File: src/rtl/spw_pkg.sv
// Package with register map, reset values and timing constants of the split port link watchdog.
package spw_pkg;

	localparam logic [15:0] ADDR_SPLIT_ENABLE = 16'h3c48;
	localparam logic [15:0] ADDR_GLOBAL_SPLIT = 16'h4141;
	localparam logic [15:0] ADDR_TIMEOUT_SELECT = 16'h4171;
	localparam logic [15:0] ADDR_POWER_OFF_DURATION = 16'h4176;
	localparam logic [15:0] ADDR_WATCH_STATUS = 16'h41f0;

	localparam logic [7:0] RST_SPLIT_ENABLE = 8'h00;
	localparam logic [7:0] RST_GLOBAL_SPLIT = 8'h00;
	localparam logic [2:0] RST_TIMEOUT_SELECT = 3'h5;
	localparam logic [7:0] RST_POWER_OFF_DURATION = 8'h05;

	localparam int SPLIT_ENABLE_FIRST_BIT = 5;
	localparam int GLOBAL_SPLIT_BIT = 0;
	localparam int TIMEOUT_FIELD_W = 3;

	localparam logic [3:0] LINK_STUCK_LOW = 4'h4;
	localparam logic [3:0] LINK_STUCK_HIGH = 4'h9;

	localparam int MS_W = 12;
	localparam logic [MS_W-1:0] TIMEOUT_100MS = 12'h064;
	localparam logic [MS_W-1:0] TIMEOUT_250MS = 12'h0fa;
	localparam logic [MS_W-1:0] TIMEOUT_750MS = 12'h2ee;
	localparam logic [MS_W-1:0] TIMEOUT_1S = 12'h3e8;
	localparam logic [MS_W-1:0] TIMEOUT_2S = 12'h7d0;
	localparam logic [MS_W-1:0] TIMEOUT_NONE = 12'h000;
	localparam logic [MS_W-1:0] TOGGLE_BASE_MS = 12'h15e;
	localparam logic [MS_W-1:0] TOGGLE_STEP_MS = 12'h00a;

	localparam int CLK_PERIOD_NS = 5;
	localparam int TICK_TIME_NS = 1000000;
	localparam int TICK_CYCLES = (TICK_TIME_NS + CLK_PERIOD_NS - 1) / CLK_PERIOD_NS;

	localparam logic [15:0] OTP_MESSAGE_BASE = 16'h1000;

	// Code 101b also selects one second so that the reset value gives the documented default.
	function automatic logic [MS_W-1:0] timeoutMs(input logic [TIMEOUT_FIELD_W-1:0] code);
		case (code)
			3'h1: timeoutMs = TIMEOUT_100MS;
			3'h2: timeoutMs = TIMEOUT_250MS;
			3'h3: timeoutMs = TIMEOUT_750MS;
			3'h4: timeoutMs = TIMEOUT_1S;
			3'h5: timeoutMs = TIMEOUT_1S;
			3'h6: timeoutMs = TIMEOUT_2S;
			default: timeoutMs = TIMEOUT_NONE;
		endcase
	endfunction

	function automatic logic [MS_W-1:0] toggleMs(input logic [7:0] code);
		toggleMs = TOGGLE_BASE_MS + MS_W'(code) * TOGGLE_STEP_MS;
	endfunction

	typedef enum logic [1:0] {
		SPW_WATCH = 2'b01,
		SPW_POWER_OFF = 2'b10
	} spw_port_state_type;

endpackage

File: src/rtl/spw_link_watchdog.sv
// Top of the split port link watchdog: configuration registers, millisecond tick, port supervisors, Billboard.
`timescale 1ns/1ps
module spw_link_watchdog #(
	parameter int NUM_PORTS = 2,
	parameter int TICK_CYCLES = spw_pkg::TICK_CYCLES
) (
	input wire logic clk,
	input wire logic rst,
	input wire logic [15:0] regAddr,
	input wire logic regWrEn,
	input wire logic [7:0] regWrData,
	input wire logic regRdEn,
	output logic [7:0] regRdData,
	input wire logic otpLoad,
	input wire logic [7:0] otpTimeoutSelect,
	input wire logic [7:0] otpPowerOffDuration,
	input wire logic [NUM_PORTS*4-1:0] linkStateStatus,
	output logic [NUM_PORTS-1:0] superspeedHalfPowerPin,
	input wire logic billboardTriggerN,
	output logic billboardConnect,
	input wire logic descRdEn,
	input wire logic [7:0] descIndex,
	output logic [15:0] otpRdAddr,
	input wire logic [7:0] otpRdData,
	output logic [7:0] descData,
	output logic descValid
);

	localparam int TICK_W = $clog2(TICK_CYCLES + 1);
	localparam int LINK_W = 4;

	typedef struct packed {
		logic [TICK_W-1:0] tickCount;
		logic msTick;
		logic [NUM_PORTS-1:0] portSplitEnable;
		logic globalSplitEnable;
		logic [spw_pkg::TIMEOUT_FIELD_W-1:0] timeoutSelect;
		logic [7:0] powerOffDuration;
		logic [7:0] rdData;
		logic bbConnect;
		logic [15:0] otpAddr;
		logic fetchPending;
		logic [7:0] descByte;
		logic descStrobe;
	} spw_top_type;

	// Reset image of the whole state; split enables start off and the timer codes start at their defaults.
	localparam spw_top_type RESET_STATE = '{
		tickCount: '0,
		msTick: 1'b0,
		portSplitEnable: spw_pkg::RST_SPLIT_ENABLE[spw_pkg::SPLIT_ENABLE_FIRST_BIT +: NUM_PORTS],
		globalSplitEnable: spw_pkg::RST_GLOBAL_SPLIT[spw_pkg::GLOBAL_SPLIT_BIT],
		timeoutSelect: spw_pkg::RST_TIMEOUT_SELECT,
		powerOffDuration: spw_pkg::RST_POWER_OFF_DURATION,
		rdData: 8'h00,
		bbConnect: 1'b0,
		otpAddr: 16'h0000,
		fetchPending: 1'b0,
		descByte: 8'h00,
		descStrobe: 1'b0
	};

	typedef struct packed {
		logic splitEn;
		logic globalEn;
		logic timeoutSel;
		logic offDuration;
		logic watchStatus;
	} spw_reg_sel_type;

	// One decoder serves the write and the read path, so both always agree on which register is meant.
	function automatic spw_reg_sel_type decodeAddr(input logic [15:0] addr);
		decodeAddr = '0;
		if (addr == spw_pkg::ADDR_SPLIT_ENABLE) begin
			decodeAddr.splitEn = 1'b1;
		end else if (addr == spw_pkg::ADDR_GLOBAL_SPLIT) begin
			decodeAddr.globalEn = 1'b1;
		end else if (addr == spw_pkg::ADDR_TIMEOUT_SELECT) begin
			decodeAddr.timeoutSel = 1'b1;
		end else if (addr == spw_pkg::ADDR_POWER_OFF_DURATION) begin
			decodeAddr.offDuration = 1'b1;
		end else if (addr == spw_pkg::ADDR_WATCH_STATUS) begin
			decodeAddr.watchStatus = 1'b1;
		end
	endfunction

	spw_top_type q, d;
	logic [NUM_PORTS-1:0] togglingPorts;
	logic [NUM_PORTS-1:0] pins;
	logic [NUM_PORTS-1:0] splitActive;
	spw_reg_sel_type regSel;
	logic [spw_pkg::MS_W-1:0] timeoutLimit;
	logic [spw_pkg::MS_W-1:0] offLimit;

	// One shared divider keeps all timers on a common millisecond grid at the cost of up to 1ms of jitter.
	assign timeoutLimit = spw_pkg::timeoutMs(q.timeoutSelect);
	assign offLimit = spw_pkg::toggleMs(q.powerOffDuration);
	assign regSel = decodeAddr(regAddr);
	// A port needs both its own enable and the global one before its link is watched.
	assign splitActive = q.portSplitEnable & {NUM_PORTS{q.globalSplitEnable}};

	always_comb begin
		d = q;
		d.msTick = 1'b0;
		if (q.tickCount == TICK_W'(TICK_CYCLES - 1)) begin
			d.tickCount = '0;
			d.msTick = 1'b1;
		end else begin
			d.tickCount = q.tickCount + 1'b1;
		end

		// The status register is read-only, so a write to it falls through and changes nothing.
		if (regWrEn) begin
			if (regSel.splitEn) begin
				d.portSplitEnable = regWrData[spw_pkg::SPLIT_ENABLE_FIRST_BIT +: NUM_PORTS];
			end else if (regSel.globalEn) begin
				d.globalSplitEnable = regWrData[spw_pkg::GLOBAL_SPLIT_BIT];
			end else if (regSel.timeoutSel) begin
				d.timeoutSelect = regWrData[spw_pkg::TIMEOUT_FIELD_W-1:0];
			end else if (regSel.offDuration) begin
				d.powerOffDuration = regWrData;
			end
		end
		// An OTP load is the later configuration source, so it wins over a timeout select or power-off duration write in the same cycle.
		if (otpLoad) begin
			d.timeoutSelect = otpTimeoutSelect[spw_pkg::TIMEOUT_FIELD_W-1:0];
			d.powerOffDuration = otpPowerOffDuration;
		end

		// Reserved bits read as zero because nothing is stored behind them.
		if (regRdEn) begin
			d.rdData = 8'h00;
			if (regSel.splitEn) begin
				d.rdData[spw_pkg::SPLIT_ENABLE_FIRST_BIT +: NUM_PORTS] = q.portSplitEnable;
			end else if (regSel.globalEn) begin
				d.rdData[spw_pkg::GLOBAL_SPLIT_BIT] = q.globalSplitEnable;
			end else if (regSel.timeoutSel) begin
				d.rdData[spw_pkg::TIMEOUT_FIELD_W-1:0] = q.timeoutSelect;
			end else if (regSel.offDuration) begin
				d.rdData = q.powerOffDuration;
			end else if (regSel.watchStatus) begin
				d.rdData[NUM_PORTS-1:0] = togglingPorts;
			end
		end

		d.bbConnect = !billboardTriggerN;

		d.descStrobe = 1'b0;
		if (q.fetchPending) begin
			d.descByte = otpRdData;
			d.descStrobe = 1'b1;
			d.fetchPending = 1'b0;
		end
		if (descRdEn && q.bbConnect) begin
			d.otpAddr = spw_pkg::OTP_MESSAGE_BASE + 16'(descIndex);
			d.fetchPending = 1'b1;
		end
	end

	always_ff @(posedge clk) begin
		if (rst) begin
			q <= RESET_STATE;
		end else begin
			q <= d;
		end
	end

	generate
		for (genvar i = 0; i < NUM_PORTS; i++) begin : gPort
			spw_port_supervisor uSup (
				.clk(clk),
				.rst(rst),
				.msTick(q.msTick),
				.splitActive(splitActive[i]),
				.timeoutLimit(timeoutLimit),
				.offLimit(offLimit),
				.linkState(linkStateStatus[i*LINK_W +: LINK_W]),
				.powerPin(pins[i]),
				.toggling(togglingPorts[i])
			);
		end
	endgenerate

	assign superspeedHalfPowerPin = pins;
	assign regRdData = q.rdData;
	assign billboardConnect = q.bbConnect;
	assign otpRdAddr = q.otpAddr;
	assign descData = q.descByte;
	assign descValid = q.descStrobe;

endmodule // spw_link_watchdog

File: src/rtl/spw_port_supervisor.sv
// Per-port link supervisor that power-cycles an embedded device whose link is stuck.
`timescale 1ns/1ps
module spw_port_supervisor (
	input wire logic clk,
	input wire logic rst,
	input wire logic msTick,
	input wire logic splitActive,
	input wire logic [spw_pkg::MS_W-1:0] timeoutLimit,
	input wire logic [spw_pkg::MS_W-1:0] offLimit,
	input wire logic [3:0] linkState,
	output logic powerPin,
	output logic toggling
);

	typedef struct packed {
		spw_pkg::spw_port_state_type state;
		logic [spw_pkg::MS_W-1:0] count;
		logic [3:0] lastState;
		logic pin;
	} spw_sup_type;

	spw_sup_type q, d;
	logic stuck;

	always_comb begin
		d = q;
		stuck = (linkState >= spw_pkg::LINK_STUCK_LOW) && (linkState <= spw_pkg::LINK_STUCK_HIGH);
		d.lastState = linkState;
		case (q.state)
			spw_pkg::SPW_WATCH: begin
				d.pin = 1'b1;
				if (!splitActive || timeoutLimit == spw_pkg::TIMEOUT_NONE) begin
					d.count = '0;
				end else if (!stuck || linkState != q.lastState) begin
					d.count = '0;
				end else if (msTick) begin
					if (q.count + 1'b1 >= timeoutLimit) begin
						d.count = '0;
						d.state = spw_pkg::SPW_POWER_OFF;
						d.pin = 1'b0;
					end else begin
						d.count = q.count + 1'b1;
					end
				end
			end
			spw_pkg::SPW_POWER_OFF: begin
				d.pin = 1'b0;
				if (msTick) begin
					if (q.count + 1'b1 >= offLimit) begin
						d.count = '0;
						d.state = spw_pkg::SPW_WATCH;
						d.pin = 1'b1;
					end else begin
						d.count = q.count + 1'b1;
					end
				end
			end
			default: begin
				d.state = spw_pkg::SPW_WATCH;
				d.count = '0;
				d.pin = 1'b1;
			end
		endcase
	end

	always_ff @(posedge clk) begin
		if (rst) begin
			q <= '{state: spw_pkg::SPW_WATCH, count: '0, lastState: 4'h0, pin: 1'b1};
		end else begin
			q <= d;
		end
	end

	assign powerPin = q.pin;
	assign toggling = (q.state == spw_pkg::SPW_POWER_OFF);

endmodule // spw_port_supervisor

File: config.mk
export PLATFORM = sky130hd
export DESIGN_NAME = spw_link_watchdog
export DESIGN_NICKNAME = d
export VERILOG_FILES = /design/src/rtl/spw_pkg.sv /design/src/rtl/spw_link_watchdog.sv /design/src/rtl/spw_port_supervisor.sv
export SDC_FILE = /design/constraint.sdc
export NUM_CORES = 1
export LEC_CHECK = 0
export ABC_CLOCK_PERIOD_IN_PS = 11510
export BUFFER_PORTS_ARGS = -buffer_cell sky130_fd_sc_hd__buf_4
export CAP_MARGIN = 20
export CORE_MARGIN = 2
export CORE_UTILIZATION = 50
export CTS_BUF_LIST = sky130_fd_sc_hd__clkbuf_2
export DETAILED_ROUTE_END_ITERATION = 12
export MAX_ROUTING_LAYER = met4
export PLACE_DENSITY = 0.73
export SLEW_MARGIN = 30
export SYNTH_ARGS = -nofsm -noshare
export SYNTH_HDL_FRONTEND = slang
export SYNTH_HIERARCHICAL = 1
export SYNTH_SLANG_ARGS = --single-unit
File: constraint.sdc
create_clock -name clk -period 11.51 [get_ports clk]
set_input_delay 0.5755 -clock clk [delete_from_list [all_inputs] [get_ports clk]]
set_output_delay 0.5755 -clock clk [all_outputs]
set_load 0.05 [all_outputs]
Word-level counts from Yosys, hierarchy flattened
Index checks and enable logic that the tools add are counted.

Bits in registers: 104. Input bits: 71.

Add/sub/neg operators: 5. Multiply operators: 1. $lt $le $gt $ge: 8. Eq/ne operators: 35. Multiplexer cells: 66. Bitwise gates (word level): 2. Reductions and logical operators: 26.

Operators by type and width (count): $mux W12 (8); $eq A16 B15 Y1 const B (4); $mux W14 (4); $pmux W14 S2 (2); $pmux W11 S5 (1); $mux W11 (4); $ne A2 B2 Y1 const B (13); $add A12 B1 Y12 const B (2); $ge A12 B11 Y1 (2); $ge A12 B12 Y1 (2); $mux W2 (12); $mux W1 (23); $add A18 B1 Y18 const B (1); $eq A18 B18 Y1 const B (1); $eq A16 B14 Y1 const B (1); $mux W8 (2); $add A13 B8 Y14 const A (1); $add A9 B12 Y12 const A (1); $logic_not A12 Y1 (1); $reduce_and A6 Y1 (2); $mul A8 B3 Y11 const B (1); $mux W5 (2); $eq A3 B3 Y1 const B (3); $mux W3 (3); 24 further kinds (47).

Logic depth before layout (Yosys ltp)
Gate-level depths: netlist of the first run.

Depth after elaboration: 12. Gate-level depth with buffers: 17.

Hierarchy
The synthesis of the first run kept the hierarchy.

By module, submodules not included: spw_link_watchdog (instances 1, cells an instance 410, area each 3469.6 µm², sequential area each 1221.2 µm²); spw_port_supervisor (gPort[0].uSup) (instances 1, cells an instance 219, area each 1825.5 µm², sequential area each 380.4 µm²); spw_port_supervisor (gPort[1].uSup) (instances 1, cells an instance 222, area each 1736.7 µm², sequential area each 380.4 µm²).

Least setup slack after synthesis of the first run
OpenSTA, ideal clock, no wires.

Path type: reg-to-reg. Start: register q[36] (netlist name). End: register gPort[0].uSup/q[13] (netlist name). Setup time: 101 ps. Arrival time: 3856 ps. Setup slack: 7553 ps. Cell stages (with the launch flop): 17. Path buffers: 0. Clock period less this slack: 3957 ps. Cells stage by stage: dfxtp_1 ha_1 ha_1 fa_1 a21o_1 a21oi_1 nor2_1 a311oi_1 xor2_1 inv_1 ha_1 a21oi_2 nand2_1 a211o_1 a211oi_4 nor2_2 o41ai_1.

RTL lines: end signal, assigned (RTL line spw_port_supervisor.sv:68) `q <= '{state: spw_pkg::SPW_WATCH, count: '0, lastState: 4'h0, pin: 1'b1};`; end, declared (RTL line spw_port_supervisor.sv:22) `spw_sup_type q, d;`.

==> reports/metrics.yaml, run 1 <==
clock_network:
  cts_buffer_depth: 2
  insertion_delay_ns: 0.65
  root_buffer: "clkbuf_2"
  cts_resized: 0
  post_cts_buffers: 0
  h-tree-depth: 3
  numCtsBuffers: 9
  path_clk_slew_ns: 0.29
  tritoncts: "yes"
  cts_num_sinks: 99
  ctsHoldBuffers: 1
floorplanning:
  coreArea_mm2: 0.0138
  start_util: 0.509
  die_w_um: 123
  io_pins: 107
  die_area_mm2: 0.0150
  rows: 43
  die_h_um: 123
critical_path:
  crit_path_end_kind: "flip-flop"
  crit_chain: "ha_1 -> ha_1 -> fa_1 -> a21o_1 -> a21oi_1 -> nor2_1 -> a311oi_1 -> xor2_1 -> inv_1 -> ha_1 -> a21oi_2 -> nand2_1 -> a211o_1 -> a211oi_4 -> nor2_2 -> o41ai_1"
  worstPathRequired_ns: 12.03
  slowest_delay_ns: 0.52
  critPathMaxFanout: 9
  crit_arrival_ns: 5.13
  cp-start-kind: "flip-flop"
  cpMostUsedCell: "ha_1"
  critPathSlowestCell: "dfxtp_1"
  path_class: "flip-flop to flip-flop"
placed_design:
  gp_congestion: 0.841
  dp_slack_ns: 6.99
  dp_hpwl_um: 11800
  post_dp_cell_area_mm2: 0.00768
  port_buffers: 94
cells_and_area:
  drive_gt1_frac: 0.148
  layout_commonest_cell: "dfxtp_1"
  register_area_mm2: 0.00198
  fin_area_mm2: 0.00781
  multi_input_area_mm2: 0.00446
  layout_common_cells: "99 x dfxtp_1, 95 x buf_4, 79 x inv_1, 73 x nor2_1, 72 x ha_1"
  syn_to_final_growth_pct: 11.0
  fillers: 1311
  final_nets: 1061
power:
  p_leak_nw: 3.47
  irDropWorstVdd_mv: 0.0509
  powerDensity_mw_per_mm2: 89.4
route:
  dr.pass1.iters: 5
  drt_iter0_markers: 279
  viasPerCell: 5.44
  postRouteAntennaNets: 0
  vias: 6002
  drc: 0
  avgRoutedWirePerCell_um: 14.1
  totalWireLength_um: 15500
grt:
  grt_first_pass_wirelength_um: 26200
  grt_overflow_total: 0
  grt_use_total: 0.224
  antenna_found_initial: 1
  grt_max_degree: 92
  grt_pass1_vias: 5652
synthesis:
  syn_inst: 851
  yosysTopAreaCellShare: 0.282
  syn_area_mm2: 0.00703
  synthArstFlopShare: 0
  yosys.area.top_type: "dfxtp_1"
  synth_edf_count: 0
  synth.avg_cell_area_um2: 8.26
  synth-seq-cells: 99
  ys.flop_type: "dfxtp_1"
  synthTopCellsByArea: "dfxtp_1 28%, ha_1 13%, inv_1 4.2%, nor2_1 3.9%, buf_4 3.4%"
  synth-seq-area-share: 0.282
  synthDistinctLibCells: 82
  yosysWarnings: 6
outcome:
  status: "finished, final reports clean"
timing:
  rsz0062_at_grt: "false"
  holdWs_ns: 0.130
  fin_ws_ns: 6.90
  fin_setup_tns_ns: 0
  worstMarginPinSlew_ns: 0.898
  worst_clock_skew_ns: 0.0551
  setup_viol: 0
  hold_viol_final: 0
  slew_viol_final: 0
  max_freq_ghz: 0.217
  max-slew-margin-rel: 0.401
  finalCritPeriodShare: 0.400
  min_period_ns: 4.61
min_path:
  hold_path.class: "input port to flip-flop"
flow_run:
  cap_violations: 0
==> metal layers <==
layer	wire (um)	global-route usage	part of all wire
met1	7340	0.291	0.47
met2	7220	0.363	0.47
met3	709	0.0288	0.046
met4	248	0.0726	0.016
met5	0	-	0
==> metrics by stage <==
step / instances / total power, mW / util
6_report: 1103 / 0.698 / 0.565
5_1_grt: 1103 / 0.742 / 0.565
3_5_place_dp: 1085 / 0.530 / 0.555
2_1_floorplan: 867 / 0.484 / -
3_3_place_gp: 1085 / 0.526 / 0.555
4_1_cts: 1102 / 0.707 / 0.564
==> sequential cells by signal, summed over array words and instances (netlist names) <==
register / cells
otpRdAddr: 9
descData: 8
regRdData: 8
q: 34
descValid: 1
gPort.uSup/q: 36
billboardConnect: 1
gPort.uSup/powerPin: 2
==> synthesized netlist by cell type (6+ instances only) <==
cell and instances:
mux2i_1 21, nor4_1 16, ha_1 72, inv_1 79
buf_4 32, a211oi_1 11, nand2b_1 10, dfxtp_1 99
xnor2_1 21, nor2b_1 21, o41ai_1 7, nand2_1 64
and4_1 6, xor2_1 26, nand3b_1 6, a31oi_1 7
o21ai_0 17, clkbuf_1 18, o221ai_1 9, nand4_1 11
nor3_1 24, a21o_1 7, a21oi_1 43, nor2_1 73
and3_1 11, nand3_1 36, and2_1 9
==> critical path, delay by kind of cell (launching register included) <==
kind / cells / cell delay (ns)
AOI/OAI and AO/OA: 7 / 2.12
adders and majority gates: 4 / 1.25
DFF: 1 / 0.52
and+or+nand+nor: 3 / 0.26
xor gates and xnor gates: 1 / 0.25
buffers and inverters: 1 / 0.10
==> report_power, final <==
part	internal, mW	switching (mW)
Clock	0.0353	0.137
Sequential	0.352	0.00697
Combinational	0.0660	0.100
==> area by class of cell <==
type	instances	area share
antenna	1	0.000321
clock buffer	9	0.00577
clock inverter	7	0.00929
inverter	80	0.0385
multi-input combinational	631	0.571
sequential	99	0.254
tap	180	0.0288
timing repair buffer	96	0.0926
==> cell families (layout without fill, tap and decap cells) <==
family | Yosys count | in the layout | share of synthesized area
other cells | 1 | 18 | 0.000533
fa+ha+maj | 73 | 73 | 0.131
buf+inv | 137 | 192 | 0.0939
simple gates | 330 | 330 | 0.259
xor+xnor | 47 | 47 | 0.0585
flops | 99 | 99 | 0.282
compound gates | 143 | 143 | 0.146
mux | 21 | 21 | 0.0299
==> final timing paths <==
path                                    from             endpoint  slack, ns  cells after the start
worst max-delay path                   q[36]  gPort[0].uSup/q[13]       6.90                     16
worst min-delay path                 regWrEn                q[35]       0.13                      2
worst max register to register         q[36]  gPort[0].uSup/q[13]       6.90                     16
worst min register to register  otpRdAddr[4]         otpRdAddr[4]       0.47                      2
(Power assumes the default switching activity.)
==> run 2, diff against run 1 <==
ABC_CLOCK_PERIOD_IN_PS = 4200   (was 11510)
PLACE_DENSITY = 0.75   (was 0.73)
clock period = 4.2 ns   (was 11.51 ns; I/O delays follow)
==> reports/metrics.yaml, run 2 (synthesis gave the netlist of run 1 again) <==
route:
  drt_iter0_markers: 397
  totalWireLength_um: 17100
  avgRoutedWirePerCell_um: 14.4
  dr.pass1.iters: 6
  postRouteAntennaNets: 0
  drc: 0
  vias: 6429
  viasPerCell: 5.42
power:
  irDropWorstVdd_mv: 0.148
  p_leak_nw: 3.91
  powerDensity_mw_per_mm2: 233
placed_design:
  gp_congestion: 0.920
  port_buffers: 94
  dp_hpwl_um: 12100
  post_dp_cell_area_mm2: 0.00777
cells_and_area:
  drive_gt1_frac: 0.163
  max_flop_register: "gPort.uSup/q"
  syn_to_final_growth_pct: 23.9
  fin_area_mm2: 0.00871
  layout_common_cells: "107 x buf_4, 98 x dfxtp_1, 79 x inv_1, 73 x nor2_1"
  final_nets: 1144
  layout_commonest_cell: "buf_4"
  largest_reg_flops: 36
grt:
  grt_first_pass_wirelength_um: 28000
  antenna_found_initial: 2
  grt_use_total: 0.239
  grt_max_degree: 48
  grt_overflow_total: 0
  grt_pass1_vias: 6149
critical_path:
  slowest_delay_ns: 0.40
  critPathSlowestCell: "dfxtp_1"
  worstPathRequired_ns: 4.78
  crit_path_end_kind: "flip-flop"
  cp-start-kind: "flip-flop"
  critical_path.top_delay_family: "compound AO/OA/AOI/OAI gates"
  cpMostUsedCell: "ha_1"
  crit_arrival_ns: 4.57
  crit_chain: "ha_1 -> ha_1 -> fa_1 -> buf_4 -> xor2_2 -> a21oi_1 -> nor3_2 -> nor2_1 -> o31ai_2 -> inv_1 -> ha_1 -> nand4_1 -> nor2_1 -> a211o_1 -> a211oi_4 -> buf_6 -> o221ai_1 -> a21oi_1"
  critPathMaxFanout: 8
  path_class: "flip-flop to flip-flop"
  cp_num_buf_inv: 3
outcome:
  status: "finished, final reports clean"
timing:
  hold_viol_final: 0
  max-slew-margin-rel: 0.441
  worst_clock_skew_ns: 0.0551
  slew_viol_final: 0
  max_freq_ghz: 0.251
  finalCritPeriodShare: 0.949
  min_period_ns: 3.99
  setup_viol: 0
  worstMarginPinSlew_ns: 0.836
  holdWs_ns: 0.0751
floorplanning:
  die_w_um: 123
  die_area_mm2: 0.0150
  start_util: 0.509
  die_h_um: 123
  coreArea_mm2: 0.0138
  io_pins: 107
  rows: 43
clock_network:
  insertion_delay_ns: 0.67
  numCtsBuffers: 9
  path_clk_slew_ns: 0.32
  cts_buffer_depth: 2
  cts_num_sinks: 99
  tritoncts: "yes"
  h-tree-depth: 3
  root_buffer: "clkbuf_2"
flow_run:
  cap_violations: 0
min_path:
  hold_path.class: "input port to flip-flop"
[run 2: cell count changes in the layout (fill, tap and decap cells not counted), sizes merged]
cell / before / now
clkinv: 5 / 3
diode: 1 / 2
buf: 95 / 108
inv: 82 / 84
dlygate4sd3: 1 / 71
[run 2: worst reg2reg max path, stage by stage, from the launching register on]
cell and delay [ns]:
dfxtp_1 0.40, ha_1 0.27, ha_1 0.22, fa_1 0.40
buf_4 0.16, xor2_2 0.17, a21oi_1 0.09, nor3_2 0.17
nor2_1 0.10, o31ai_2 0.33, inv_1 0.11, ha_1 0.32
nand4_1 0.12, nor2_1 0.06, a211o_1 0.31, a211oi_4 0.22
buf_6 0.17, o221ai_1 0.12, a21oi_1 0.17
[run 2: layer usage]
metal | vias up | wire length, um | GRT usage
met5 | - | 0 | -
met1 | 2984 | 7780 | 0.300
met3 | 20 | 685 | 0.0274
li1 | 3263 | - | -
met4 | 0 | 290 | 0.0898
met2 | 162 | 8360 | 0.395
[run 2: report_power, final]
part / switching [mW] / internal [mW]
Sequential: 0.0167 / 0.965
Combinational: 0.309 / 0.241
Clock: 0.393 / 0.104
[run 2: cell type report]
cell class | instances | area, um^2
Sequential cell | 99 | 1980
Timing Repair Buffer | 179 | 1530
Clock inverter | 7 | 76.3
Multi-Input combinational cell | 631 | 4550
Tap cell | 180 | 225
Inverter | 80 | 300
Fill cell | 1151 | 5120
Antenna cell | 2 | 5.00
Clock buffer | 9 | 45.0
[run 2: worst paths after layout]
check | start | cells after the start | to | slack [ns]
min reg2reg | regRdData[2] | 2 | regRdData[2] | 0.49
max reg2reg | q[38] | 18 | gPort[0].uSup/q[12] | 0.21
min | regAddr[5] | 5 | q[46] | 0.08
max | q[38] | 18 | gPort[0].uSup/q[12] | 0.21
[run 2: what timing repair did]
action                                 CTS  global route
setup endpoints to repair                5            28
hold buffers                            71             0
endpoints found under the hold margin   61             0
gates resized for setup                  3            17
pin swaps                                0             4
buffers inserted                         0             0
[run 2: metrics by stage]
stage | setup WS, ns | utilization | total power [mW] | instances | setup TNS [ns]
finish | 0.214 | 0.630 | 2.03 | 1187 | 0
global route | -0.00382 | 0.630 | 2.14 | 1187 | -0.00382
CTS | 0.0545 | 0.624 | 2.01 | 1185 | 0
detailed placement | 0.0295 | 0.562 | 1.46 | 1098 | 0
global placement | 0.0770 | 0.562 | 1.46 | 1098 | 0
floorplan | 0.243 | - | 1.33 | 867 | 0
==> run 3, diff against run 2 <==
CORE_UTILIZATION = 54   (was 50)
CTS_BUF_LIST = sky130_fd_sc_hd__clkbuf_4 sky130_fd_sc_hd__clkbuf_8   (was sky130_fd_sc_hd__clkbuf_2)
PLACE_DENSITY = 0.8   (was 0.75)
==> reports/metrics.yaml, run 3 (synthesis gave the netlist of run 1 again) <==
timing:
  worst_clock_skew_ns: 0.0150
  slew_viol_final: 0
  finalCritPeriodShare: 0.952
  max-slew-margin-rel: 0.469
  hold_viol_final: 0
  worstMarginPinSlew_ns: 0.795
  max_freq_ghz: 0.250
  min_period_ns: 4.00
  setup_viol: 0
critical_path:
  reg2reg_from: "q[38]"
  timing.rr.end: "gPort[0].uSup/q[11]"
  endpoint: "gPort[0].uSup/q[11]"
  critical_path_cell_count: 17
  worst-r2r-cell-count: 17
  path_class: "flip-flop to flip-flop"
  cpMostUsedCell: "ha_1"
  slowest_delay_ns: 0.39
  critPathLaunch: "q[38]"
  critPathSlowestCell: "ha_1"
  r2r_slack_ns: 0.20
  critical_path.top_delay_family: "compound AO/OA/AOI/OAI gates"
  worstPathRequired_ns: 4.52
  crit_arrival_ns: 4.32
  cp_num_buf_inv: 3
  crit_path_end_kind: "flip-flop"
  critPathMaxFanout: 5
  cp-start-kind: "flip-flop"
  crit_chain: "buf_4 -> ha_1 -> ha_1 -> a21oi_1 -> a21boi_2 -> o221ai_2 -> nand2_1 -> o31ai_2 -> inv_1 -> ha_1 -> nand4_1 -> nor2_1 -> a211o_1 -> a211oi_4 -> buf_4 -> o221ai_1 -> a21oi_1"
route:
  totalWireLength_um: 15800
  avgRoutedWirePerCell_um: 14.3
  drt_iter0_markers: 311
  viasPerCell: 5.53
  postRouteAntennaNets: 0
  dr.pass1.iters: 5
  drc: 0
  vias: 6093
cells_and_area:
  final_nets: 1069
  fillers: 1126
  max_flop_register: "gPort.uSup/q"
  antennaDiodeCount: 0
  fin_area_mm2: 0.00804
  drive_gt1_frac: 0.171
  layout_common_cells: "103 x buf_4, 99 x dfxtp_1, 79 x inv_1, 73 x nor2_1, 71 x ha_1"
  syn_to_final_growth_pct: 14.3
  largest_reg_flops: 36
  layout_commonest_cell: "buf_4"
  stdcell_count: 1102
placed_design:
  post_dp_cell_area_mm2: 0.00773
  port_buffers: 94
  gp_congestion: 0.927
  dpl.cell_count: 1085
  dp_hpwl_um: 11800
floorplanning:
  rows: 41
  start_util: 0.555
  die_w_um: 118
  die_area_mm2: 0.0140
  io_pins: 107
  coreArea_mm2: 0.0127
  die_h_um: 118
grt:
  grt_max_degree: 47
  grt_first_pass_wirelength_um: 26400
  antenna_found_initial: 0
  grt_overflow_total: 0
  grt_pass1_vias: 5728
  grt_use_total: 0.234
power:
  p_leak_nw: 3.58
  irDropWorstVdd_mv: 0.164
  powerDensity_mw_per_mm2: 261
clock_network:
  root_buffer: "clkbuf_8"
  insertion_delay_ns: 0.40
  path_clk_slew_ns: 0.11
  cts_num_sinks: 99
  h-tree-depth: 3
  tritoncts: "yes"
  post_cts_buffers: 0
  numCtsBuffers: 9
  cts_buffer_depth: 2
outcome:
  status: "finished, final reports clean"
min_path:
  hold_path.class: "input port to flip-flop"
  hold-path-cell-count: 2
flow_run:
  cap_violations: 0
## run 3: worst register-to-register path, stage by stage, from the launching register on
cell	delay [ns]
dfxtp_1	0.33
buf_4	0.14
ha_1	0.29
ha_1	0.39
a21oi_1	0.28
a21boi_2	0.14
o221ai_2	0.23
nand2_1	0.13
o31ai_2	0.32
inv_1	0.11
ha_1	0.32
nand4_1	0.12
nor2_1	0.06
a211o_1	0.31
a211oi_4	0.26
buf_4	0.19
o221ai_1	0.13
a21oi_1	0.17
## run 3: per-layer routing
| layer | global-route usage | part of all wire |
|---|---|---|
| met5 | - | 0 |
| met4 | 0.0889 | 0.022 |
| met3 | 0.0388 | 0.043 |
| met2 | 0.367 | 0.47 |
| met1 | 0.301 | 0.47 |
## run 3: per-stage QoR
stage	setup TNS (ns)	utilization	hold slack, ns	total power, mW	worst slack (ns)
3_3_place_gp	0	0.610	0.362	1.45	0.0675
4_1_cts	0	0.627	0.0156	2.09	0.0385
3_5_place_dp	0	0.610	0.367	1.46	0.00137
6_report	0	0.634	0.0238	2.10	0.203
5_1_grt	-0.0927	0.634	0.0351	2.21	-0.0255
2_1_floorplan	0	-	0.277	1.33	0.243
## run 3: how the worst min path moves through the flow
stage,from,endpoint
after floorplan,billboardTriggerN,billboardConnect
after global placement,billboardTriggerN,billboardConnect
after detailed placement,billboardTriggerN,billboardConnect
after CTS,regWrEn,q[35]
after global routing,linkStateStatus[1],gPort[0].uSup/q[2]
final,regWrEn,q[35]
## run 3: layout make-up
type | instances | area [um^2] | area share
Clock inverter | 7 | 70.1 | 0.00872
Inverter | 80 | 300 | 0.0374
Sequential cell | 99 | 1980 | 0.247
Timing Repair Buffer | 104 | 783 | 0.0974
Clock buffer | 9 | 124 | 0.0154
Multi-Input combinational cell | 631 | 4560 | 0.568
Tap cell | 172 | 215 | 0.0268
## run 3: what timing repair did
item / CTS / global route
hold buffers: 1 / 0
hold endpoints to repair: 1 / 0
setup endpoints to repair: 10 / 28
cloned: 0 / 0
gates resized for setup: 3 / 15
pin swaps: 0 / 7
## run 3: report_power, final
part / internal [mW] / switching (mW) / total (mW)
Clock: 0.233 / 0.398 / 0.631
Sequential: 0.959 / 0.0174 / 0.976
Combinational: 0.198 / 0.292 / 0.490
